<file path="src/rtl/compare_channel_cfg.svh">
`ifndef COMPARE_CHANNEL_CFG_SVH
`define COMPARE_CHANNEL_CFG_SVH

// Register indices on the plain register port
`define ADDR_CONTROL        3'h0
`define ADDR_PRIMARY        3'h1
`define ADDR_SECONDARY      3'h2
`define ADDR_STATUS         3'h3

// Control register field positions
`define CTL_MODE_LSB        0
`define CTL_TSEL_BIT        3
`define CTL_FAULT_BIT       4
`define CTL_IDLE_BIT        13
`define CTL_WRITE_MASK      16'h200F

// Status register field positions
`define STS_PIN_BIT         0
`define STS_EVENT_BIT       1
`define STS_DONE_BIT        2

// Reset values
`define RST_CONTROL         16'h0000
`define RST_COMPARE         16'h0000

`endif

</file>
<file path="src/rtl/compare_channel_pkg.sv">
package compare_channel_pkg;

	typedef enum logic [2:0] {
		MODE_OFF      = 3'h0,
		MODE_SET_HIGH = 3'h1,
		MODE_SET_LOW  = 3'h2,
		MODE_TOGGLE   = 3'h3,
		MODE_ONE_PULSE = 3'h4,
		MODE_PULSES   = 3'h5,
		MODE_PWM      = 3'h6,
		MODE_PWM_FLT  = 3'h7
	} compare_mode_e;

	typedef logic [15:0] word_t;

endpackage

</file>
<file path="src/rtl/input_sync.sv">
`timescale 1ns/1ps
`include "compare_channel_cfg.svh"

module input_sync
	import compare_channel_pkg::*;
(
	// Clock and reset
	input  wire logic CLK_SYS,
	input  wire logic RST_B,
	// Pin in, filtered level out
	input  wire logic pin,
	output logic      level
);

	typedef struct packed {
		logic [2:0] stage;
		logic       level;
	} sync_s;

	sync_s r;
	sync_s next_r;

	always_comb begin
		next_r = r;
		next_r.stage = {r.stage[1:0], pin};
		// Change only once second and third stage agree
		if (r.stage[1] == r.stage[2]) begin
			next_r.level = r.stage[2];
		end
	end

	always_ff @(posedge CLK_SYS) begin
		if (!RST_B) begin
			r <= '0;
		end else begin
			r <= next_r;
		end
	end

	assign level = r.level;

endmodule // input_sync

</file>
<file path="src/rtl/edge_event.sv">
`timescale 1ns/1ps
`include "compare_channel_cfg.svh"

module edge_event
	import compare_channel_pkg::*;
(
	// Clock and reset
	input  wire logic CLK_SYS,
	input  wire logic RST_B,
	// Level to watch and edge selection
	input  wire logic level,
	input  wire logic on_rise,
	input  wire logic on_fall,
	// One-cycle event
	output logic      event_pulse
);

	typedef struct packed {
		logic last;
	} edge_s;

	edge_s r;
	edge_s next_r;

	always_comb begin
		next_r.last = level;
	end

	always_ff @(posedge CLK_SYS) begin
		if (!RST_B) begin
			r <= '0;
		end else begin
			r <= next_r;
		end
	end

	assign event_pulse = (on_rise && level && !r.last) || (on_fall && !level && r.last);

endmodule // edge_event

</file>
<file path="src/rtl/output_compare_channel.sv">
// Notes on behaviour
// - Select bit one picks second timer
// - Compare timer against one or two registers
// - Mode zero: disabled, port owns pin
// - Mode one: start low, match sets high
// - Mode two: start high, match sets low
// - Mode three: keep level, match toggles
// - Mode four: single pulse between matches
// - Mode five: repeating pulses between matches
// - Mode six: PWM, no fault, no interrupt
// - Mode seven: PWM, fault falling edge interrupts
// - Fault flag hardware set, read only
// - Idle stop bit halts channel in idle
// - Unimplemented control bits read zero
//
// Chosen here: strobed register access and the register offsets.
`timescale 1ns/1ps
`include "compare_channel_cfg.svh"

module output_compare_channel
	import compare_channel_pkg::*;
#(
	parameter int TIMER_WIDTH = 16
) (
	// Clock and reset
	input  wire logic                   CLK_SYS,
	input  wire logic                   RST_B,
	// Register port
	input  wire logic [2:0]             REG_ADDR,
	input  wire logic [15:0]            REG_WDATA,
	input  wire logic                   REG_WRITE,
	input  wire logic                   REG_READ,
	output logic      [15:0]            REG_RDATA,
	// Time bases
	input  wire logic [TIMER_WIDTH-1:0] FIRST_TIMER,
	input  wire logic                   FIRST_TIMER_ROLLOVER,
	input  wire logic [TIMER_WIDTH-1:0] SECOND_TIMER,
	input  wire logic                   SECOND_TIMER_ROLLOVER,
	// Processor state and fault pin
	input  wire logic                   CPU_IDLE,
	input  wire logic                   SHARED_FAULT_INPUT,
	// Output pin
	output logic                        COMPARE_OUTPUT_PIN,
	output logic                        COMPARE_OUTPUT_ENABLE,
	output logic                        COMPARE_EVENT
);

	// Compare values and duty are one word wide; wider timers cannot be served
	if (TIMER_WIDTH != 16) begin : g_width_check
		$error("output_compare_channel: TIMER_WIDTH must be 16");
	end

	typedef struct packed {
		logic          idle_stop;
		logic          time_base_select;
		logic          pwm_fault_flag;
		compare_mode_e mode;
		word_t         primary_compare_value;
		word_t         secondary_compare_value;
		word_t         duty;
		logic          pin;
		logic          pulse_done;
		logic          event_seen;
		logic [15:0]   rdata;
	} chan_s;

	chan_s r;
	chan_s next_r;

	logic  fault_level;
	logic  fault_fall;
	logic  pin_event;
	logic  ev_rise;
	logic  ev_fall;
	word_t timer;
	logic  rollover;
	logic  halted;
	logic  match_pri;
	logic  match_sec;
	logic  ctl_write;

	input_sync u_fault_sync (
		.CLK_SYS (CLK_SYS),
		.RST_B   (RST_B),
		.pin     (SHARED_FAULT_INPUT),
		.level   (fault_level)
	);

	edge_event u_fault_edge (
		.CLK_SYS     (CLK_SYS),
		.RST_B       (RST_B),
		.level       (fault_level),
		.on_rise     (1'b0),
		.on_fall     (1'b1),
		.event_pulse (fault_fall)
	);

	edge_event u_pin_edge (
		.CLK_SYS     (CLK_SYS),
		.RST_B       (RST_B),
		.level       (r.pin),
		.on_rise     (ev_rise),
		.on_fall     (ev_fall),
		.event_pulse (pin_event)
	);

	// Timer value and rollover of the chosen base
	assign timer    = r.time_base_select ? SECOND_TIMER : FIRST_TIMER;
	assign rollover = r.time_base_select ? SECOND_TIMER_ROLLOVER : FIRST_TIMER_ROLLOVER;
	assign halted   = r.idle_stop && CPU_IDLE;
	assign match_pri = !halted && (timer == r.primary_compare_value);
	assign match_sec = !halted && (timer == r.secondary_compare_value);
	assign ctl_write = REG_WRITE && (REG_ADDR == `ADDR_CONTROL);

	// Interrupt edge choice per mode
	always_comb begin
		ev_rise = 1'b0;
		ev_fall = 1'b0;
		unique case (r.mode)
			MODE_OFF: begin
				ev_rise = 1'b0;
			end
			MODE_SET_HIGH: begin
				ev_rise = 1'b1;
			end
			MODE_SET_LOW: begin
				ev_fall = 1'b1;
			end
			MODE_TOGGLE: begin
				ev_rise = 1'b1;
				ev_fall = 1'b1;
			end
			MODE_ONE_PULSE, MODE_PULSES: begin
				ev_fall = 1'b1;
			end
			MODE_PWM, MODE_PWM_FLT: begin
				ev_fall = 1'b0;
			end
		endcase
	end

	always_comb begin
		next_r = r;
		// Mode rewrite loads the documented initial pin state
		if (ctl_write) begin
			next_r.idle_stop        = REG_WDATA[`CTL_IDLE_BIT];
			next_r.time_base_select = REG_WDATA[`CTL_TSEL_BIT];
			next_r.mode             = compare_mode_e'(REG_WDATA[`CTL_MODE_LSB +: 3]);
			next_r.pwm_fault_flag   = 1'b0;
			next_r.pulse_done       = 1'b0;
			unique case (compare_mode_e'(REG_WDATA[`CTL_MODE_LSB +: 3]))
				MODE_OFF: begin
					next_r.pin = 1'b0;
				end
				MODE_SET_HIGH, MODE_ONE_PULSE, MODE_PULSES: begin
					next_r.pin = 1'b0;
				end
				MODE_SET_LOW: begin
					next_r.pin = 1'b1;
				end
				MODE_TOGGLE: begin
					next_r.pin = r.pin;
				end
				MODE_PWM, MODE_PWM_FLT: begin
					next_r.pin = (r.primary_compare_value != 16'h0000);
					next_r.duty = r.primary_compare_value;
					// Fault in the rewrite cycle still wins over the clear
					if (compare_mode_e'(REG_WDATA[`CTL_MODE_LSB +: 3]) == MODE_PWM_FLT
						&& fault_fall) begin
						next_r.pwm_fault_flag = 1'b1;
						next_r.pin            = 1'b0;
					end
				end
			endcase
		end else begin
			unique case (r.mode)
				MODE_OFF: begin
					next_r.pin = 1'b0;
				end
				MODE_SET_HIGH: begin
					if (match_pri) begin
						next_r.pin = 1'b1;
					end
				end
				MODE_SET_LOW: begin
					if (match_pri) begin
						next_r.pin = 1'b0;
					end
				end
				MODE_TOGGLE: begin
					if (match_pri) begin
						next_r.pin = !r.pin;
					end
				end
				MODE_ONE_PULSE, MODE_PULSES: begin
					// Primary raises, secondary lowers
					if (match_sec && r.pin) begin
						next_r.pin = 1'b0;
						next_r.pulse_done = (r.mode == MODE_ONE_PULSE);
					end else if (match_pri && !r.pulse_done) begin
						next_r.pin = 1'b1;
					end
				end
				MODE_PWM, MODE_PWM_FLT: begin
					// Duty reload only at period boundary avoids glitches
					if (!halted && rollover) begin
						next_r.duty = r.secondary_compare_value;
						next_r.pin  = (r.secondary_compare_value != 16'h0000);
					end else if (!halted && timer == r.duty) begin
						next_r.pin = 1'b0;
					end
					if (r.mode == MODE_PWM_FLT && (fault_fall || r.pwm_fault_flag)) begin
						next_r.pwm_fault_flag = 1'b1;
						next_r.pin = 1'b0;
					end
				end
			endcase
		end
		// Compare values written by software
		if (REG_WRITE && REG_ADDR == `ADDR_PRIMARY) begin
			next_r.primary_compare_value = REG_WDATA;
		end
		if (REG_WRITE && REG_ADDR == `ADDR_SECONDARY) begin
			next_r.secondary_compare_value = REG_WDATA;
		end
		// Sticky event; set wins over read clear
		if (COMPARE_EVENT) begin
			next_r.event_seen = 1'b1;
		end else if (REG_READ && REG_ADDR == `ADDR_STATUS) begin
			next_r.event_seen = 1'b0;
		end
		next_r.rdata = 16'h0000;
		if (REG_READ) begin
			unique case (REG_ADDR)
				`ADDR_CONTROL: begin
					next_r.rdata[`CTL_IDLE_BIT]  = r.idle_stop;
					next_r.rdata[`CTL_FAULT_BIT] = r.pwm_fault_flag;
					next_r.rdata[`CTL_TSEL_BIT]  = r.time_base_select;
					next_r.rdata[`CTL_MODE_LSB +: 3] = r.mode;
				end
				`ADDR_PRIMARY: begin
					next_r.rdata = r.primary_compare_value;
				end
				`ADDR_SECONDARY: begin
					next_r.rdata = r.secondary_compare_value;
				end
				`ADDR_STATUS: begin
					next_r.rdata[`STS_PIN_BIT]   = r.pin;
					next_r.rdata[`STS_EVENT_BIT] = r.event_seen;
					next_r.rdata[`STS_DONE_BIT]  = r.pulse_done;
				end
				default: begin
					next_r.rdata = 16'h0000;
				end
			endcase
		end
	end

	always_ff @(posedge CLK_SYS) begin
		if (!RST_B) begin
			r <= '0;
		end else begin
			r <= next_r;
		end
	end

	assign REG_RDATA             = r.rdata;
	assign COMPARE_OUTPUT_PIN    = r.pin;
	assign COMPARE_OUTPUT_ENABLE = (r.mode != MODE_OFF);
	assign COMPARE_EVENT = (r.mode == MODE_PWM_FLT) ? fault_fall : pin_event;

endmodule // output_compare_channel

</file>
<file path="config.mk">
export PLATFORM = sky130hd
export DESIGN_NAME = output_compare_channel
export DESIGN_NICKNAME = d
export VERILOG_FILES = /design/src/rtl/compare_channel_pkg.sv /design/src/rtl/input_sync.sv /design/src/rtl/edge_event.sv /design/src/rtl/output_compare_channel.sv
export VERILOG_INCLUDE_DIRS = /design/src /design/src/rtl
export SDC_FILE = /design/constraint.sdc
export NUM_CORES = 1
export LEC_CHECK = 0
export BUFFER_PORTS_ARGS = -buffer_cell sky130_fd_sc_hd__buf_2
export CAP_MARGIN = 15
export CORE_MARGIN = 2
export CORE_UTILIZATION = 50
export CTS_CLUSTER_SIZE = 12
export DETAILED_ROUTE_END_ITERATION = 12
export GPL_TIMING_DRIVEN = 0
export PLACE_DENSITY = 0.85
export SLEW_MARGIN = 20
export SYNTH_ARGS = -nofsm -noshare
export SYNTH_HDL_FRONTEND = slang
export SYNTH_SLANG_ARGS = --single-unit
</file>
<file path="constraint.sdc">
create_clock -name CLK_SYS -period 2.28 [get_ports CLK_SYS]
set_input_delay 0.228 -clock CLK_SYS [delete_from_list [all_inputs] [get_ports CLK_SYS]]
set_output_delay 0.228 -clock CLK_SYS [all_outputs]
set_load 0.1 [all_outputs]
</file>
After elaboration in Yosys (flattened, before gate mapping)
Index checks and enable logic that the tools add are counted.
Operators by class
  add/sub/neg operators: 0
  multipliers: 0
  divide/modulo/power cells: 0
  $lt $le $gt $ge: 0
  eq/ne operators: 28
  shifts and indexed selects: 0
  mux-type cells: 34
  bitwise logic cells: 1
  reductions and logical operators: 47
Operators with widths (number)
  16-bit two-way mux: 4
  16-bit == test: 3
  16-bit nonzero test: 2
  3-bit == test, second input constant: 8
  1-bit two-way mux: 22
  3-bit by 2-bit == test with 1-bit output, second input constant: 6
  1-bit logical AND: 18
  18-bit two-way mux: 1
  8-bit one-hot mux with 2 select lines: 1
  3-bit one-hot mux with 4 select lines: 1
  2-bit OR reduction: 5
  3-bit by 1-bit == test with 1-bit output, second input constant: 3
  3-bit logical NOT: 3
  3-bit != test, second input constant: 3
  2-bit nonzero test: 4
  4-bit OR reduction: 2
  1-bit one-hot mux with 3 select lines: 2
  1-bit one-hot mux with 6 select lines: 1
  2-bit one-hot mux with 3 select lines: 1
  2-bit AND reduction: 3
  6-bit AND reduction: 1
  1-bit logical NOT: 5
  5-bit != test, second input constant: 1
  4-bit != test, second input constant: 1
  other kinds (8): 9
Storage, ports and cells
  flip-flop bits (word level): 79
  bits in latches: 0
  bits in writable memories: 0
  memory bits (read-only): 0
  bits of input ports: 59
  output and inout bits: 19
  memories: 0

Longest topological paths before layout
  depth after elaboration: 8
  mapped depth: 10
  depth with buffers taken out: 8

Cells and area by module
From an unflattened synthesis, not the netlist that was laid out.
Second synthesis, totals
  cell total of the unflattened synthesis: 510
  area, all modules: 4179.0 sq um
Modules (own cells, without submodules)
  output_compare_channel: instances 1, cells each 490, area an instance 3980.1 sq um, sequential area each 1461.4 sq um
  input_sync: instances 1, cells each 10, area an instance 116.4 sq um, sequential area each 80.1 sq um
  edge_event: instances 2, cells each 5, area an instance 41.3 sq um, sequential area each 20.0 sq um

Least setup slack after synthesis
Ideal clock, no wire load.
  path kind: reg-to-reg
  start: register r (netlist bit COMPARE_OUTPUT_PIN)
  end: register r[16] in the netlist's numbering
  arrival: 2.942 ns
  path slack: -0.732 ns
  stages on the path, launching flop included: 5
  clock period less this slack: 3.012 ns
  cells stage by stage: dfxtp_1 > a22oi_1 > a21oi_1 > a21oi_1 > nor2b_1
On the way
  word-level cells in the longest chain between the ends: 6
  elaborated cells on any way between the ends: 9
  those cells by class: mux: 2; reduce/logical: 7
Ends and longest elaborated chain
  start, declared: RTL line output_compare_channel.sv:67  | chan_s r;
  start signal, assigned: RTL line output_compare_channel.sv:263  | r <= next_r;
  1-bit logical NOT: RTL line edge_event.sv:37  | assign event_pulse = (on_rise && level && !r.last) || (on_fall && !level && r.last);
  1-bit logical AND (2 in series): RTL line edge_event.sv:37
  1-bit logical OR (*): RTL line edge_event.sv:37
  1-bit two-way mux (*): RTL line output_compare_channel.sv:270  | assign COMPARE_EVENT = (r.mode == MODE_PWM_FLT) ? fault_fall : pin_event;
  named net COMPARE_EVENT: RTL line output_compare_channel.sv:45  | output logic COMPARE_EVENT
  1-bit two-way mux / 2-bit nonzero test (equally long branches)
The timed path passes the listed nets; every way through them passes the cells marked *.
A chain may end at the register's enable or synchronous reset.

Worst setup path in the final report
  start: register r[71] in the netlist's numbering
  end: register r (netlist bit COMPARE_OUTPUT_PIN)
On the way
  word-level cells in the longest chain between the ends: 7
  elaborated cells on any way between the ends: 22
  those cells by class: eq/ne: 8; mux: 7; reduce/logical: 7
Ends and longest elaborated chain
  16-bit two-way mux: RTL line output_compare_channel.sv:108  | assign timer = r.time_base_select ? SECOND_TIMER : FIRST_TIMER;
  16-bit == test: RTL line output_compare_channel.sv:112  | assign match_sec = !halted && (timer == r.secondary_compare_value);
  1-bit logical AND: RTL line output_compare_channel.sv:112
  1-bit logical AND: RTL line output_compare_channel.sv:197  | if (match_sec && r.pin) begin
  1-bit two-way mux: RTL line output_compare_channel.sv:197
  1-bit one-hot mux with 6 select lines: RTL line output_compare_channel.sv:176  | unique case (r.mode)
  18-bit two-way mux: RTL line output_compare_channel.sv:145  | if (ctl_write) begin
Several ways; a longest one is shown, not always the timed one.

==> metrics.csv <==
stage;metric;value;unit
outcome;run status;finished with violations;
outcome;failing checks;negative setup slack;
detailed_routing;routed len/inst;17.68;um
synthesis;distinct cell type count after synthesis;41;
floorplanning;FP Rows;33;
worst_setup_path;Worst Path Required;2.55;ns
worst_setup_path;critical path endpoint;COMPARE_OUTPUT_PIN$_SDFFE_PN0P_;
worst_setup_path;Levels on crit path;10;
worst_setup_path;Reg2Reg Setup Slack;-0.16;ns
grt;total track usage;0.2841;
worst_setup_path;crit path DAT;2.70;ns
detailed_routing;Routed WL;12.50;mm
timing;fmax;410.6;MHz
worst_setup_path;critical path class;flop to flop;
power_and_ir_drop;power consumption;0.002962;W
clocking;CTS tree;yes;
worst_setup_path;kind of cell adding the most delay to the critical path;simple AND/OR/NAND/NOR gates;
placed_design;number of port buffers;76;
synthesis;Synth Flop Type;dfxtp_1;
power_and_ir_drop;worst vdd ir;364.1;uV
power_and_ir_drop;Pwr Density;558.8;mW/mm2
final_layout;fill count;695;
detailed_routing;Vias/cell;5.727;
worst_setup_path;Setup crit start kind;flop;
timing;Setup WS post-layout;-0.1555;ns
worst_hold_path;Hold/Removal Path Class;input port to flop;
synthesis;Syn Area/Cell;8.462;um2
worst_setup_path;Worst path slowest cell;dfxtp_4;
timing;Slew Viols, Final;0;
synthesis;Mapped Cells;498;
placed_design;dpl cell area;0.004737;mm2
placed_design;detailed placement HPWL;9.080;mm
grt;vias in the first global route;3879;
synthesis;number of synthesized flops with an enable pin;0;
worst_setup_path;crit path from;r[71]$_SDFFE_PN0N_;
detailed_routing;vias after detailed routing;4049;
timing;Final Hold Viols;0;
clocking;Worst-path clk slew;0.08;ns
synthesis;Yosys warning count;0;
floorplanning;area of the die;0.009179;mm2
worst_setup_path;Reg2Reg Depth;10;
job;max_cap viols;0;
final_layout;fin area;0.005301;mm2
placed_design;pre-CTS WS;-0.3682;ns
floorplanning;Die H;95.81;um
synthesis;Synth Net Count;559;
synthesis;Yosys top cell area share;0.3753;
worst_setup_path;worst path bufs/invs;3;
detailed_routing;DRC;0;
grt;initial antenna violation count;0;
clocking;Num CTS Buffers;9;
worst_setup_path;Reg2Reg Launch Point;r[71]$_SDFFE_PN0N_;
clocking;Clock Tree Buf Depth;2;
floorplanning;DIE WIDTH;95.81;um
worst_setup_path;peak fanout along the critical path;8;
synthesis;area leader, netlist;dfxtp_1;
timing;period utilisation layout;1.068;
worst_setup_path;Worst R2R End;COMPARE_OUTPUT_PIN$_SDFFE_PN0P_;
timing;RSZ-0062 raised after global routing;yes;
placed_design;placer's final routability congestion estimate;0.9354;
timing;skew final;0.007176;ns
floorplanning;effective utilization at floorplan;0.5155;
clocking;clk_lat worst skew;0.37;ns
synthesis;post-synthesis cell area;0.004214;mm2
detailed_routing;Routed Antenna Nets;0;
placed_design;dpl cells;679;
clocking;root buffer cell;clkbuf_8;
worst_setup_path;CP peak stage delay;0.39;ns
floorplanning;core area;0.008175;mm2
synthesis;Seq cells post-synth;79;
final_layout;ant diodes;0;
timing;worst slew margin relative to its limit;0.3610;
power_and_ir_drop;Pleak;2.138;nW
synthesis;Area contributors post-synth;dfxtp_1, nand2_1, xnor2_1;
final_layout;Layout Nets;658;
timing;worst slew pin tran;0.9512;ns
grt;largest net degree at the start of global routing;14;
worst_setup_path;worst path cell trace;buf_12, buf_16, mux2i_4, buf_4, xor2_1, nand4_1, nor4_4, nor2_1, o31a_1, o21a_1;
timing;min Tclk post-route;2.435;ns
final_layout;layout overhead on the synthesized area;25.80;%
clocking;Num Clock Sinks;79;
grt;global route overflow;0;
synthesis;FFs w/ async S/R, synth;0;
detailed_routing;TritonRoute pass-1 iters;6;
clocking;CTS Hold Bufs;0;
grt;first-pass GRT wire length;19.47;mm
final_layout;Finished Layout Cells;707;
timing;Finish-stage setup viols;2;
final_layout;layout cells sized above 1;0.2591;
worst_setup_path;Crit. End Element;flop;
synthesis;post-synthesis sequential area ratio;0.3753;
floorplanning;I/O pins;78;
clocking;# H-tree levels;3;
detailed_routing;detailed router's first-iteration violation count;415;
==> layer usage <==
layer,global-route usage,wire length [um]
met5,0,0
met4,0.1238,370
met3,0.05873,1090
met2,0.4755,5993
met1,0.3534,5046
==> flip-flops by register name, indices dropped and copies added, names as in the netlist <==
| signal | cells |
|---|---|
| u_fault_sync.next_r | 2 |
| COMPARE_OUTPUT_PIN | 1 |
| REG_RDATA | 16 |
| u_fault_edge.r | 1 |
| r | 56 |
| u_fault_sync.level | 1 |
| u_fault_sync.r | 1 |
| u_pin_edge.r | 1 |
==> layout by cell type, fill, tap and decap left out, types with 7 or more instances in the layout <==
cell type / n
dfxtp_1: 78
xnor2_1: 32
nor2_1: 26
a22oi_1: 11
nand4_1: 8
nor2b_1: 8
buf_4: 28
clkbuf_1: 24
o211a_1: 16
clkbuf_8: 12
buf_2: 76
a21boi_0: 38
nand3_1: 19
mux2i_4: 14
and2_1: 7
nand2_1: 117
a21oi_1: 9
nor4_1: 10
xor2_1: 14
==> how the worst min path moves through the flow <==
| stage | end | cells past startpoint | start | slack (ns) |
|---|---|---|---|---|
| after floorplan | u_fault_sync.next_r[2]$_SDFF_PN0_ | 1 | SHARED_FAULT_INPUT | 0.36 |
| after global placement | u_fault_sync.next_r[3]$_SDFF_PN0_ | 1 | u_fault_sync.next_r[2]$_SDFF_PN0_ | 0.42 |
| after detailed placement | u_fault_sync.next_r[3]$_SDFF_PN0_ | 1 | u_fault_sync.next_r[2]$_SDFF_PN0_ | 0.43 |
| after CTS | u_fault_sync.next_r[2]$_SDFF_PN0_ | 2 | SHARED_FAULT_INPUT | 0.07 |
| after global routing | u_fault_sync.next_r[2]$_SDFF_PN0_ | 2 | SHARED_FAULT_INPUT | 0.08 |
| final | u_fault_sync.next_r[2]$_SDFF_PN0_ | 2 | SHARED_FAULT_INPUT | 0.07 |
==> cells in the mapped netlist, drive strengths merged (2+ instances only) <==
| cell type | number |
|---|---|
| a21boi | 38 |
| a21oi | 11 |
| a22oi | 11 |
| and2 | 7 |
| buf | 18 |
| clkbuf | 26 |
| dfxtp | 79 |
| ha | 2 |
| mux2i | 20 |
| mux4 | 3 |
| nand2 | 117 |
| nand2b | 4 |
| nand3 | 19 |
| nand4 | 8 |
| nand4b | 2 |
| nor2 | 27 |
| nor2b | 8 |
| nor3 | 3 |
| nor4 | 14 |
| o211a | 16 |
| o21ai | 3 |
| or3 | 3 |
| xnor2 | 34 |
| xor2 | 14 |
==> metrics by stage <==
| step | hold slack [ns] | setup TNS (ns) | util |
|---|---|---|---|
| after floorplan | 0.3553 | 0 | - |
| after detailed placement | 0.4285 | -5.364 | 0.5794 |
| after global routing | 0.08048 | -0.4041 | 0.6485 |
| final | 0.07210 | -0.1790 | 0.6485 |
| after global placement | 0.4179 | -6.419 | 0.5794 |
| after CTS | 0.06984 | -0.1149 | 0.6405 |
==> final cells by class <==
class | count | area [um2] | share of cell area
Clock inverter | 3 | 47.55 | 0.008969
Tap cell | 105 | 131.4 | 0.02478
Clock buffer | 13 | 168.9 | 0.03186
Multi-Input combinational cell | 374 | 2600 | 0.4904
Timing Repair Buffer | 88 | 493.0 | 0.09299
Buffer | 44 | 271.5 | 0.05122
Inverter | 1 | 3.754 | 0.0007080
Sequential cell | 79 | 1585 | 0.2990
==> report_power, final <==
part | leakage, nW | internal (W) | switching (W)
Sequential | 0.639 | 0.00140 | 0.0000338
Clock | 0.111 | 0.000604 | 0.000526
Combinational | 1.39 | 0.000178 | 0.000221
==> cells by family after synthesis <==
group | synth area share
simple gates | 0.2310
compound gates | 0.1556
flops | 0.3753
xor+xnor | 0.09976
buf+inv | 0.05879
mux | 0.07363
fa+ha+maj | 0.005937
==> timing repair <==
item | in CTS | in global routing
endpoints found under the setup margin | 3 | 17
gates resized for setup | 31 | 16
setup buffers | 11 | 0
gates cloned | 1 | 0
pin swaps | 11 | 9
(Power assumes the default switching activity.)
